[src/design/ubi_pkg.sv]
// Package for the serial port low control bits, baud generator and infrared path.
// Assumes an APB master with 32-bit data and a single clock and reset.
package ubi_pkg;

  // ********************************
  // Register map
  // ********************************
  localparam int unsigned ADDR_LSB_W = 8;
  localparam logic [7:0] OFS_SELECT = 8'h00;
  localparam logic [7:0] OFS_CTRL1 = 8'h04;
  localparam logic [7:0] OFS_RXEN = 8'h08;
  localparam logic [7:0] OFS_BAUD_HI = 8'h0C;
  localparam logic [7:0] OFS_BAUD_LO = 8'h10;
  localparam logic [7:0] OFS_IRQ_STAT = 8'h14;
  localparam logic [7:0] OFS_IRQ_CLR = 8'h18;
  localparam logic [7:0] OFS_IRQ_EN = 8'h1C;

  // ********************************
  // Field values and reset values
  // ********************************
  localparam logic [2:0] SEL_MULTIPROC = 3'h0;
  localparam logic [2:0] SEL_RST = 3'h0;
  localparam logic [7:0] RELOAD_HI_RST = 8'h00;
  localparam logic [7:0] RELOAD_LO_RST = 8'h00;
  localparam logic [15:0] COUNT_ZERO = 16'h0000;
  localparam logic [15:0] COUNT_STEP = 16'h0001;

  // ********************************
  // Infrared timing in baud ticks
  // ********************************
  localparam logic [3:0] IR_PULSE_TICKS = 4'h3;
  localparam logic [3:0] IR_PERIOD_LAST = 4'hF;
  localparam logic [3:0] IR_PHASE_ZERO = 4'h0;
  localparam logic [3:0] IR_PHASE_STEP = 4'h1;

  // Low three bits of the multiprocessor control register, bit 2 down to bit 0.
  typedef struct packed {
    logic baud_gen_control_bit;
    logic rx_data_irq_mask_bit;
    logic infrared_enable_bit;
  } ubi_ctrl_t;

  // Sticky event bits, bit 2 down to bit 0.
  typedef struct packed {
    logic rx_err;
    logic rx_data;
    logic baud_zero;
  } ubi_irq_t;

  localparam ubi_ctrl_t CTRL_RST = 3'h0;
  localparam ubi_irq_t IRQ_RST = 3'h0;

endpackage

[src/design/ubi_ctrl.sv]
// Low control bits of the shared serial control register, with the baud rate
// generator, receive interrupt masking and infrared encoder/decoder they steer.
// Assumes an APB master, a serial core on the same clock and one serial pin pair.
//
// Notes on behaviour
// - Control bit meaning depends on receiver enable.
// - Receiver off, bit 0: stopped, reload readback.
// - Receiver off, bit 1: counts, interrupts at zero.
// - Receiver off, bit 1: high byte reads count.
// - Receiver on, bit 0: both bytes read reload.
// - Receiver on, bit 1: both bytes read count.
// - No high byte snapshot on low read.
// - Mask 0: data and errors both interrupt.
// - Mask 1: data events do not interrupt; errors still do.
// - Infrared off: normal serial path used.
// - Infrared on: data passes infrared codec.
// - Bits reachable only with select field 000b.
//
// Register access over APB and the address map are this design's own decisions.
`timescale 1ns/10ps
module ubi_ctrl #(
  parameter int unsigned ADDR_W = 8
) (
  // Clock and reset.
  input wire logic ref_clk,
  input wire logic reset,
  // APB slave.
  input wire logic psel,
  input wire logic penable,
  input wire logic pwrite,
  input wire logic [ADDR_W-1:0] paddr,
  input wire logic [31:0] pwdata,
  input wire logic [3:0] pstrb,
  output logic [31:0] prdata,
  output logic pready,
  output logic pslverr,
  // Serial core side.
  input wire logic core_txd,
  input wire logic rx_data_evt,
  input wire logic rx_err_evt,
  output logic core_rxd,
  output logic baud_tick,
  // Pins and interrupt.
  input wire logic serial_rxd_pin,
  output logic serial_txd_pin,
  output logic irq
);

  if (ADDR_W < ubi_pkg::ADDR_LSB_W) begin : g_addr_check
    $error("ADDR_W must be at least 8");
  end

  // Address match against one register offset; upper address bits must be zero.
  function automatic logic hit(input logic [ADDR_W-1:0] a, input logic [7:0] ofs);
    hit = (a == ADDR_W'(ofs));
  endfunction

  // ********************************
  // Register state and APB slave
  // ********************************
  logic [2:0] reg_sel;
  logic [2:0] next_reg_sel;
  ubi_pkg::ubi_ctrl_t ctrl;
  ubi_pkg::ubi_ctrl_t next_ctrl;
  logic rx_en;
  logic next_rx_en;
  logic [7:0] reload_hi;
  logic [7:0] next_reload_hi;
  logic [7:0] reload_lo;
  logic [7:0] next_reload_lo;
  ubi_pkg::ubi_irq_t irq_en;
  ubi_pkg::ubi_irq_t next_irq_en;
  ubi_pkg::ubi_irq_t irq_stat;
  logic [31:0] next_prdata;
  logic next_pready, next_pslverr;
  logic [15:0] count;
  logic wr_fire, rd_setup, mapped;
  logic [15:0] reload;
  logic [7:0] baud_hi_view, baud_lo_view;
  ubi_pkg::ubi_irq_t clr_mask;

  assign reload = {reload_hi, reload_lo};
  assign wr_fire = psel & penable & pready & pwrite;
  assign rd_setup = psel & penable & ~pready;

  // Readback of the baud bytes; the live count is sampled per byte with no latch.
  always_comb begin
    if (rx_en) begin
      baud_hi_view = ctrl.baud_gen_control_bit ? count[15:8] : reload_hi;
      baud_lo_view = ctrl.baud_gen_control_bit ? count[7:0] : reload_lo;
    end else begin
      baud_hi_view = ctrl.baud_gen_control_bit ? count[15:8] : reload_hi;
      baud_lo_view = reload_lo;
    end
  end

  // One wait state per transfer gives the readback a registered path.
  always_comb begin
    next_reg_sel = reg_sel;
    next_ctrl = ctrl;
    next_rx_en = rx_en;
    next_reload_hi = reload_hi;
    next_reload_lo = reload_lo;
    next_irq_en = irq_en;
    clr_mask = ubi_pkg::IRQ_RST;
    next_prdata = prdata;
    next_pready = rd_setup;
    next_pslverr = 1'b0;
    mapped = hit(paddr, ubi_pkg::OFS_SELECT) | hit(paddr, ubi_pkg::OFS_CTRL1)
           | hit(paddr, ubi_pkg::OFS_RXEN) | hit(paddr, ubi_pkg::OFS_BAUD_HI)
           | hit(paddr, ubi_pkg::OFS_BAUD_LO) | hit(paddr, ubi_pkg::OFS_IRQ_STAT)
           | hit(paddr, ubi_pkg::OFS_IRQ_CLR) | hit(paddr, ubi_pkg::OFS_IRQ_EN);
    if (rd_setup) begin
      next_pslverr = ~mapped;
      next_prdata = 32'h0000_0000;
      if (!pwrite) begin
        unique case (1'b1)
          hit(paddr, ubi_pkg::OFS_SELECT): next_prdata[2:0] = reg_sel;
          hit(paddr, ubi_pkg::OFS_CTRL1): begin
            if (reg_sel == ubi_pkg::SEL_MULTIPROC) begin
              next_prdata[2:0] = ctrl;
            end
          end
          hit(paddr, ubi_pkg::OFS_RXEN): next_prdata[0] = rx_en;
          hit(paddr, ubi_pkg::OFS_BAUD_HI): next_prdata[7:0] = baud_hi_view;
          hit(paddr, ubi_pkg::OFS_BAUD_LO): next_prdata[7:0] = baud_lo_view;
          hit(paddr, ubi_pkg::OFS_IRQ_STAT): next_prdata[2:0] = irq_stat;
          hit(paddr, ubi_pkg::OFS_IRQ_EN): next_prdata[2:0] = irq_en;
          default: next_prdata = 32'h0000_0000;
        endcase
      end
    end
    if (wr_fire && pstrb[0]) begin
      if (hit(paddr, ubi_pkg::OFS_SELECT)) begin
        next_reg_sel = pwdata[2:0];
      end
      if (hit(paddr, ubi_pkg::OFS_CTRL1) && reg_sel == ubi_pkg::SEL_MULTIPROC) begin
        next_ctrl = pwdata[2:0];
      end
      if (hit(paddr, ubi_pkg::OFS_RXEN)) begin
        next_rx_en = pwdata[0];
      end
      if (hit(paddr, ubi_pkg::OFS_BAUD_HI)) begin
        next_reload_hi = pwdata[7:0];
      end
      if (hit(paddr, ubi_pkg::OFS_BAUD_LO)) begin
        next_reload_lo = pwdata[7:0];
      end
      if (hit(paddr, ubi_pkg::OFS_IRQ_CLR)) begin
        clr_mask = pwdata[2:0];
      end
      if (hit(paddr, ubi_pkg::OFS_IRQ_EN)) begin
        next_irq_en = pwdata[2:0];
      end
    end
  end

  // Register file flops.
  always_ff @(posedge ref_clk) begin
    if (reset) begin
      reg_sel <= ubi_pkg::SEL_RST;
      ctrl <= ubi_pkg::CTRL_RST;
      rx_en <= 1'b0;
      reload_hi <= ubi_pkg::RELOAD_HI_RST;
      reload_lo <= ubi_pkg::RELOAD_LO_RST;
      irq_en <= ubi_pkg::IRQ_RST;
      prdata <= 32'h0000_0000;
      pready <= 1'b0;
      pslverr <= 1'b0;
    end else begin
      reg_sel <= next_reg_sel;
      ctrl <= next_ctrl;
      rx_en <= next_rx_en;
      reload_hi <= next_reload_hi;
      reload_lo <= next_reload_lo;
      irq_en <= next_irq_en;
      prdata <= next_prdata;
      pready <= next_pready;
      pslverr <= next_pslverr;
    end
  end

  // ********************************
  // Baud rate generator
  // ********************************
  logic [15:0] next_count;
  logic next_baud_tick;
  logic run;

  // The receiver needs the generator, so it runs whenever the receiver is on.
  assign run = rx_en | ctrl.baud_gen_control_bit;

  // Down counter; while stopped it tracks the reload so a restart is clean.
  always_comb begin
    next_baud_tick = 1'b0;
    if (!run) begin
      next_count = reload;
    end else if (count == ubi_pkg::COUNT_ZERO) begin
      next_count = reload;
      next_baud_tick = 1'b1;
    end else begin
      next_count = count - ubi_pkg::COUNT_STEP;
    end
  end

  // Generator flops.
  always_ff @(posedge ref_clk) begin
    if (reset) begin
      count <= ubi_pkg::COUNT_ZERO;
      baud_tick <= 1'b0;
    end else begin
      count <= next_count;
      baud_tick <= next_baud_tick;
    end
  end

  // ********************************
  // Interrupt status
  // ********************************
  ubi_pkg::ubi_irq_t next_irq_stat;
  ubi_pkg::ubi_irq_t set_mask;
  logic next_irq;

  // Events set sticky bits; a set in the clearing cycle wins.
  always_comb begin
    set_mask.baud_zero = next_baud_tick & ~rx_en & ctrl.baud_gen_control_bit;
    set_mask.rx_data = rx_data_evt & ~ctrl.rx_data_irq_mask_bit;
    set_mask.rx_err = rx_err_evt;
    next_irq_stat = set_mask | (irq_stat & ~clr_mask);
    next_irq = |(next_irq_stat & next_irq_en);
  end

  // Status flops.
  always_ff @(posedge ref_clk) begin
    if (reset) begin
      irq_stat <= ubi_pkg::IRQ_RST;
      irq <= 1'b0;
    end else begin
      irq_stat <= next_irq_stat;
      irq <= next_irq;
    end
  end

  // ********************************
  // Infrared encoder/decoder
  // ********************************
  logic rx_meta, rx_sync;
  logic [3:0] tx_phase;
  logic [3:0] next_tx_phase;
  logic [3:0] rx_hold;
  logic [3:0] next_rx_hold;
  logic next_serial_txd_pin, next_core_rxd;

  // A zero bit is sent as a short high pulse at the start of each bit period.
  always_comb begin
    next_tx_phase = tx_phase;
    next_rx_hold = rx_hold;
    if (core_txd) begin
      next_tx_phase = ubi_pkg::IR_PHASE_ZERO;
    end else if (baud_tick) begin
      next_tx_phase = tx_phase + ubi_pkg::IR_PHASE_STEP;
    end
    if (rx_sync) begin
      next_rx_hold = ubi_pkg::IR_PERIOD_LAST;
    end else if (baud_tick && rx_hold != ubi_pkg::IR_PHASE_ZERO) begin
      next_rx_hold = rx_hold - ubi_pkg::IR_PHASE_STEP;
    end
    if (ctrl.infrared_enable_bit) begin
      next_serial_txd_pin = ~core_txd & (tx_phase < ubi_pkg::IR_PULSE_TICKS);
      next_core_rxd = ~rx_sync & (rx_hold == ubi_pkg::IR_PHASE_ZERO);
    end else begin
      next_serial_txd_pin = core_txd;
      next_core_rxd = rx_sync;
    end
  end

  // Pin synchroniser and codec flops; the pins idle high in normal mode.
  always_ff @(posedge ref_clk) begin
    if (reset) begin
      rx_meta <= 1'b1;
      rx_sync <= 1'b1;
      tx_phase <= ubi_pkg::IR_PHASE_ZERO;
      rx_hold <= ubi_pkg::IR_PHASE_ZERO;
      serial_txd_pin <= 1'b1;
      core_rxd <= 1'b1;
    end else begin
      rx_meta <= serial_rxd_pin;
      rx_sync <= rx_meta;
      tx_phase <= next_tx_phase;
      rx_hold <= next_rx_hold;
      serial_txd_pin <= next_serial_txd_pin;
      core_rxd <= next_core_rxd;
    end
  end
endmodule

[config.mk]
export PLATFORM = sky130hd
export DESIGN_NAME = ubi_ctrl
export DESIGN_NICKNAME = d
export VERILOG_FILES = /design/src/design/ubi_pkg.sv /design/src/design/ubi_ctrl.sv
export SDC_FILE = /design/constraint.sdc
export NUM_CORES = 1
export LEC_CHECK = 0
export BUFFER_PORTS_ARGS = -buffer_cell sky130_fd_sc_hd__buf_2
export CORE_MARGIN = 2
export CORE_UTILIZATION = 45
export CTS_CLUSTER_SIZE = 40
export DETAILED_ROUTE_END_ITERATION = 8
export GPL_TIMING_DRIVEN = 0
export PLACE_DENSITY = 0.7
export SYNTH_ARGS = -nofsm -noshare
export SYNTH_HDL_FRONTEND = slang
export SYNTH_SLANG_ARGS = --single-unit
[constraint.sdc]
create_clock -name ref_clk -period 6.8 [get_ports ref_clk]
set_clock_uncertainty 0.2 [all_clocks]
set_input_delay 1.02 -clock ref_clk [delete_from_list [all_inputs] [get_ports ref_clk]]
set_output_delay 1.02 -clock ref_clk [all_outputs]
set_load 0.02 [all_outputs]
==> run_results.csv, run 1 <==
group,metric,value,unit
status,status,"complete, no violations",
placed_design,dp_hpwl,6620,um
worst_setup_path,crit_slowest_cell,"nor3_2",
synth,syn_inst,403,
clock_network,cts_buffers,9,
worst_setup_path,startpoint_type,"input pin",
worst_setup_path,critPathLaunch,"paddr[2]",
clock_network,clockRootBuffer,"clkbuf_8",
worst_setup_path,r2r_cells,7,
drt,vias,3102,
job,maxCapViolCount,0,
sta,max_freq,0.321,GHz
sta,worstMarginPinSlew,0.966,ns
clock_network,clock-sinks,69,
drt,avgRoutedWirePerCell,15.5,um
layout,final_common_cell,"dfxtp_1",
worst_setup_path,timing.rr.start,"count[0]",
global_route,grt_pass1_wl,14200,um
drt,drc,0,
global_route,first_global_vias,2811,
global_route,globalRouteOverflowTotal,0,
layout,drive_gt1_share,20.3,%
power_and_ir_drop,p_total,0.000841,W
synth,synth_area,0.00347,mm^2
global_route,grt_use_met2,36.9,%
worst_setup_path,cp_max_fo,10,
synth,synth-seq-cells,69,
power_and_ir_drop,p_per_area,206,mW/mm^2
global_route,top_usage_layer,"met2",
worst_setup_path,cp_common_cell,"nor2_1",
power_and_ir_drop,peakVddDrop,0.138,mV
worst_setup_path,path_class,"input pin to register",
sta,rsz0062_at_grt,"no",
floorplan,die-area,0.00843,mm^2
clock_network,cts_buffer_depth,2,
clock_network,cts_tree,"built",
clock_network,clk_pin_slew,0.08,ns
global_route,grt_use_met3,5.26,%
synth,synthArstFlopShare,0,%
drt,drt_iter0_markers,125,
layout,area_growth,17.8,%
layout,nNetsFinal,532,
synth,synth_area_leader_cell,"dfxtp_1",
sta,hold_violations,0,
drt,wl,9000,um
placed_design,portBuffers,38,
worst_setup_path,cp-end-kind,"register",
synth,synthDistinctLibCells,60,
clock_network,cts-resized-gates,0,
worst_hold_path,hold_path.class,"register to register",
worst_hold_path,min_from,"rx_meta",
clock_network,htreeDepth,3,
layout,layout_common_cells,"69 x dfxtp_1, 46 x nor2_1, 40 x buf_2, 33 x nand2_1, 29 x a21oi_1",
worst_setup_path,cp.depth,7,
drt,postRouteAntennaNets,0,
synth,synth_area_leaders,"dfxtp_1 40%, mux2i_1 7.5%, buf_4 5.2%",
synth,synth_top_area_share,39.8,%
synth,syn_avg_cell_area,8.62,um^2
floorplan,ios,91,
placed_design,gp_congestion,0.895,
clock_network,post_cts_buffers,0,
floorplan,initial_core_util,45.6,%
drt,via_per_inst,5.34,
power_and_ir_drop,p_leak,1.64,nW
synth,synth_edf_count,0,
global_route,grt_antenna_before_repair,0,
worst_setup_path,worstPathArrival,3.13,ns
floorplan,die_x,91.8,um
worst_setup_path,slowest_delay,0.87,ns
layout,multi_input_area,0.00187,mm^2
global_route,met1_usage,27.8,%
layout,seq_area,0.00138,mm^2
sta,fin_setup_tns,0,ns
drt,drt_first_pass_iters,4,
global_route,grt_use_total,21.7,%
sta,setup_violations,0,
worst_setup_path,crit_required,6.82,ns
sta,drv_slew,0,
floorplan,fp-row-count,32,
worst_setup_path,cp_top_family,"simple AND/OR/NAND/NOR gates",
clock_network,hold_buffers,0,
sta,fin_crit,3.11,ns
worst_setup_path,path_buf_inv,2,
synth,yosysSeqAreaShare,39.8,%
floorplan,core,0.00761,mm^2
layout,nFillCells,761,
clock_network,insertion_delay,0.35,ns
sta,max-slew-margin-rel,35.2,%
synth,ys.flop_type,"dfxtp_1",
worst_setup_path,path_cells,"buf_2, clkbuf_1, nor2_1, nand3_1, nor3_2, mux2i_1, nor2_1",
worst_hold_path,hold_depth,1,
sta,fin_crit_sh,45.8,%
global_route,grt_start_max_net_pins,13,
layout,antennaDiodeCount,0,
synth,yosysWarningCount,0,
floorplan,chipHeight,91.8,um
-- state kept, by name, summed over array words and instances, names as in the netlist, 3 cells and up --
signal     count
count         16
ctrl           3
reload_hi      8
tx_phase       4
rx_hold        4
prdata         8
reg_sel        3
reload_lo      8
irq_en         3
irq_stat       3
-- cell type report --
class                           count  share of cell area (%)
Clock buffer                        9                    3.03
Clock inverter                      6                    2.17
Tap cell                          102                    3.12
Buffer                             45                    6.58
Multi-Input combinational cell    303                    45.8
Sequential cell                    69                    33.8
Timing Repair Buffer               38                    4.65
Inverter                            9                   0.826
-- layer usage --
metal / part of all wire, % / vias to the layer above
li1: - / 1542
met1: 44 / 1446
met2: 48 / 100
met3: 6.4 / 14
met4: 1.7 / 0
met5: 0 / -
-- logic make-up after synthesis --
kind of cell,Yosys count,synth area share (%)
XOR/XNOR,17,4.29
other,1,0.108
buffers and inverters,54,8.72
multiplexers,29,8.58
AND/OR/NAND/NOR,148,21.5
adder cells (fa/ha/maj),4,1.44
AO/OA/AOI/OAI,81,15.6
flip-flops,69,39.8
-- worst paths after layout --
kind                   to  slack (ns)
min               rx_sync        0.22
max          reload_lo[4]        3.69
min reg2reg       rx_sync        0.22
max reg2reg      count[6]        4.58
-- power breakdown --
group          internal (W)  switching [W]   total, W  leakage, nW
logic             0.0000238      0.0000427  0.0000665        0.979
registers          0.000408     0.00000229   0.000410        0.559
clock network      0.000204       0.000160   0.000365        0.101
total              0.000636       0.000205   0.000841         1.64
-- cell usage after synthesis (2+ instances only) --
master	n
nor2_1	46
buf_1	4
nand2_1	33
a21bo_2	2
nand2b_1	3
nor4_1	5
buf_4	24
dfxtp_1	69
or3_1	2
nand4_1	3
o22ai_1	5
a22oi_1	5
mux2_2	2
inv_1	9
o21ai_0	4
xnor2_1	11
a31oi_1	3
and3_1	2
a311oi_1	2
a21oi_1	29
a221oi_1	2
xor2_1	6
buf_2	2
nor3_2	2
ha_1	4
a211oi_1	13
clkbuf_1	14
nand3b_1	5
o31ai_1	3
or2_2	2
nand3_1	20
nor3_1	12
nor2b_1	2
mux2i_1	26
or4_4	2
-- stage by stage --
stage	std cells	instance area, um^2	setup WS, ns	hold slack, ns	utilization (%)
3_3_place_gp	566	3880	3.39	0.202	51.0
5_1_grt	581	4090	3.50	0.227	53.8
2_1_floorplan	426	3560	3.75	0.189	-
4_1_cts	581	4090	3.71	0.221	53.8
3_5_place_dp	566	3880	3.34	0.207	51.0
6_report	581	4090	3.69	0.221	53.8
Power figures use the tool's default switching activity.
==> inputs of run 2 (changes only) <==
ABC_AREA = 1   (was unset)
PLACE_DENSITY = 0.69   (was 0.7)
clock period = 3.2 ns   (was 6.8 ns; I/O delays follow)
==> run_results.csv, run 2 <==
group,metric,value,unit
clock_network,post_cts_buffers,0,
global_route,met1_usage,28.2,%
sta,fin_crit,1.82,ns
floorplan,initial_core_util,46.1,%
sta,rsz0062_at_grt,"no",
worst_setup_path,slowest_delay,0.38,ns
clock_network,insertion_delay,0.35,ns
layout,largest_reg_flops,16,
synth,synth_area,0.00377,mm^2
power_and_ir_drop,p_leak,2.13,nW
layout,top_register,"count",
global_route,grt_use_met3,4.74,%
global_route,grt_antenna_before_repair,0,
global_route,grt_start_max_net_pins,12,
sta,worstMarginPinSlew,0.588,ns
global_route,grt_use_met2,38.8,%
sta,setup_ws,1.38,ns
synth,synthArstFlopShare,0,%
clock_network,clock-sinks,69,
clock_network,htreeDepth,3,
sta,fin_setup_tns,0,ns
placed_design,placed_area,0.00418,mm^2
placed_design,pre_cts_slack,1.17,ns
status,status,"complete, no violations",
layout,drive_gt1_share,17.4,%
clock_network,clockRootBuffer,"clkbuf_8",
clock_network,cts_buffer_depth,2,
drt,drt_first_pass_iters,4,
synth,syn_inst,557,
layout,antennaDiodeCount,0,
placed_design,gp_congestion,0.910,
worst_hold_path,hold_path.class,"input pin to register",
layout,final_common_cell,"nand2_1",
sta,hold_violations,0,
synth,synth_top_area_share,36.7,%
floorplan,core,0.00818,mm^2
synth,synth_edf_count,0,
layout,nNetsFinal,686,
floorplan,chipHeight,95.5,um
placed_design,dp_hpwl,7210,um
layout,finalInstanceArea,0.00442,mm^2
placed_design,portBuffers,38,
power_and_ir_drop,p_per_area,427,mW/mm^2
worst_setup_path,startpoint_type,"register",
worst_setup_path,path_class,"register to register",
global_route,first_global_vias,3419,
floorplan,fp-row-count,33,
drt,drt_iter0_markers,146,
drt,via_per_inst,4.89,
drt,postRouteAntennaNets,0,
global_route,grt_pass1_wl,15700,um
synth,synthDistinctLibCells,37,
synth,synth_area_leaders,"dfxtp_1 37%, nand2_1 11%, nor2_1 8.1%",
worst_setup_path,cp-end-kind,"register",
power_and_ir_drop,peakVddDrop,0.282,mV
synth,ys.flop_type,"dfxtp_1",
sta,max-slew-margin-rel,60.8,%
worst_setup_path,worstPathArrival,1.90,ns
layout,layout_common_cells,"113 x nand2_1, 81 x nor2_1, 69 x dfxtp_1, 56 x inv_1, 45 x o21ai_0",
synth,netlist_top_cells_count,"113 x nand2_1, 81 x nor2_1, 69 x dfxtp_1",
global_route,grt_use_total,22.6,%
sta,setup_violations,0,
clock_network,cts_buffers,9,
clock_network,clk_pin_slew,0.08,ns
drt,avgRoutedWirePerCell,13.0,um
synth,yosysWarningCount,0,
drt,wl,9620,um
clock_network,cts-resized-gates,0,
clock_network,hold_buffers,0,
synth,synth_most_common_cell,"nand2_1",
synth,yosysSeqAreaShare,36.7,%
sta,drv_slew,0,
layout,area_growth,17.2,%
synth,synth_area_leader_cell,"dfxtp_1",
global_route,globalRouteOverflowTotal,0,
worst_setup_path,path_cells,"buf_2, clkbuf_1, nand3_1, a21oi_1, o21ai_0, a21oi_1",
sta,fin_crit_sh,56.8,%
clock_network,cts_tree,"built",
global_route,top_usage_layer,"met2",
floorplan,die_x,95.5,um
synth,synth-seq-cells,69,
worst_setup_path,crit_required,3.29,ns
worst_setup_path,cp_max_fo,10,
synth,syn_avg_cell_area,6.76,um^2
worst_setup_path,crit_slowest_cell,"clkbuf_1",
floorplan,die-area,0.00912,mm^2
worst_setup_path,cp_common_cell,"a21oi_1",
sta,max_freq,0.550,GHz
floorplan,ios,91,
drt,drc,0,
drt,vias,3614,
job,maxCapViolCount,0,
[run 2: worst max-delay path, delay by kind of cell (launching register included)]
kind	cells	cell delay, ns
buffers and inverters	2	0.60
flip-flops	1	0.31
AO/OA/AOI/OAI	3	0.52
AND/OR/NAND/NOR	1	0.12
[run 2: worst paths after layout]
path	cells past startpoint	end	from	slack, ns
worst max-delay path	6	prdata[4]	ctrl[2]	1.38
worst min-delay path	2	rx_meta	serial_rxd_pin	0.11
worst max register to register	6	prdata[4]	ctrl[2]	1.38
worst min register to register	1	rx_sync	rx_meta	0.21
[run 2: cell families after synthesis]
kind of cell | after synthesis | synth area share [%]
DFF | 69 | 36.7
AOI/OAI and AO/OA | 100 | 13.7
other | 1 | 0.0995
and+or+nand+nor | 271 | 32.3
buffers and inverters | 100 | 13.2
adders and majority gates | 4 | 1.33
xor gates and xnor gates | 12 | 2.79
[run 2: area by class of cell]
type                       count  area, um^2
buffer                        38         262
clock buffer                  12         145
clock inverter                 4        95.1
fill                         846        3760
inverter                      62         235
multi-input combinational    411        1980
sequential                    69        1380
tap                          105         131
timing repair buffer          38         190
[run 2: per-stage QoR]
stage | total power, W | util, % | hold WS (ns) | cells
after detailed placement | 0.00103 | 51.1 | 0.199 | 723
after CTS | 0.00189 | 54.0 | 0.106 | 739
after global routing | 0.00194 | 54.0 | 0.101 | 739
after global placement | 0.00103 | 51.1 | 0.193 | 723
after floorplan | 0.000990 | - | 0.189 | 580
final | 0.00189 | 54.0 | 0.113 | 739
[run 2: routing by layer]
| layer | part of all wire (%) | up-vias |
|---|---|---|
| li1 | - | 1878 |
| met1 | 46 | 1622 |
| met2 | 46 | 103 |
| met3 | 6.6 | 11 |
| met4 | 1.3 | 0 |
| met5 | 0 | - |
[run 2: where the power goes]
group | total (W) | internal, W | switching, W
combinational | 0.000143 | 0.0000504 | 0.0000926
clock | 0.000873 | 0.000539 | 0.000335
sequential | 0.000870 | 0.000866 | 0.00000375
total | 0.00189 | 0.00146 | 0.000431
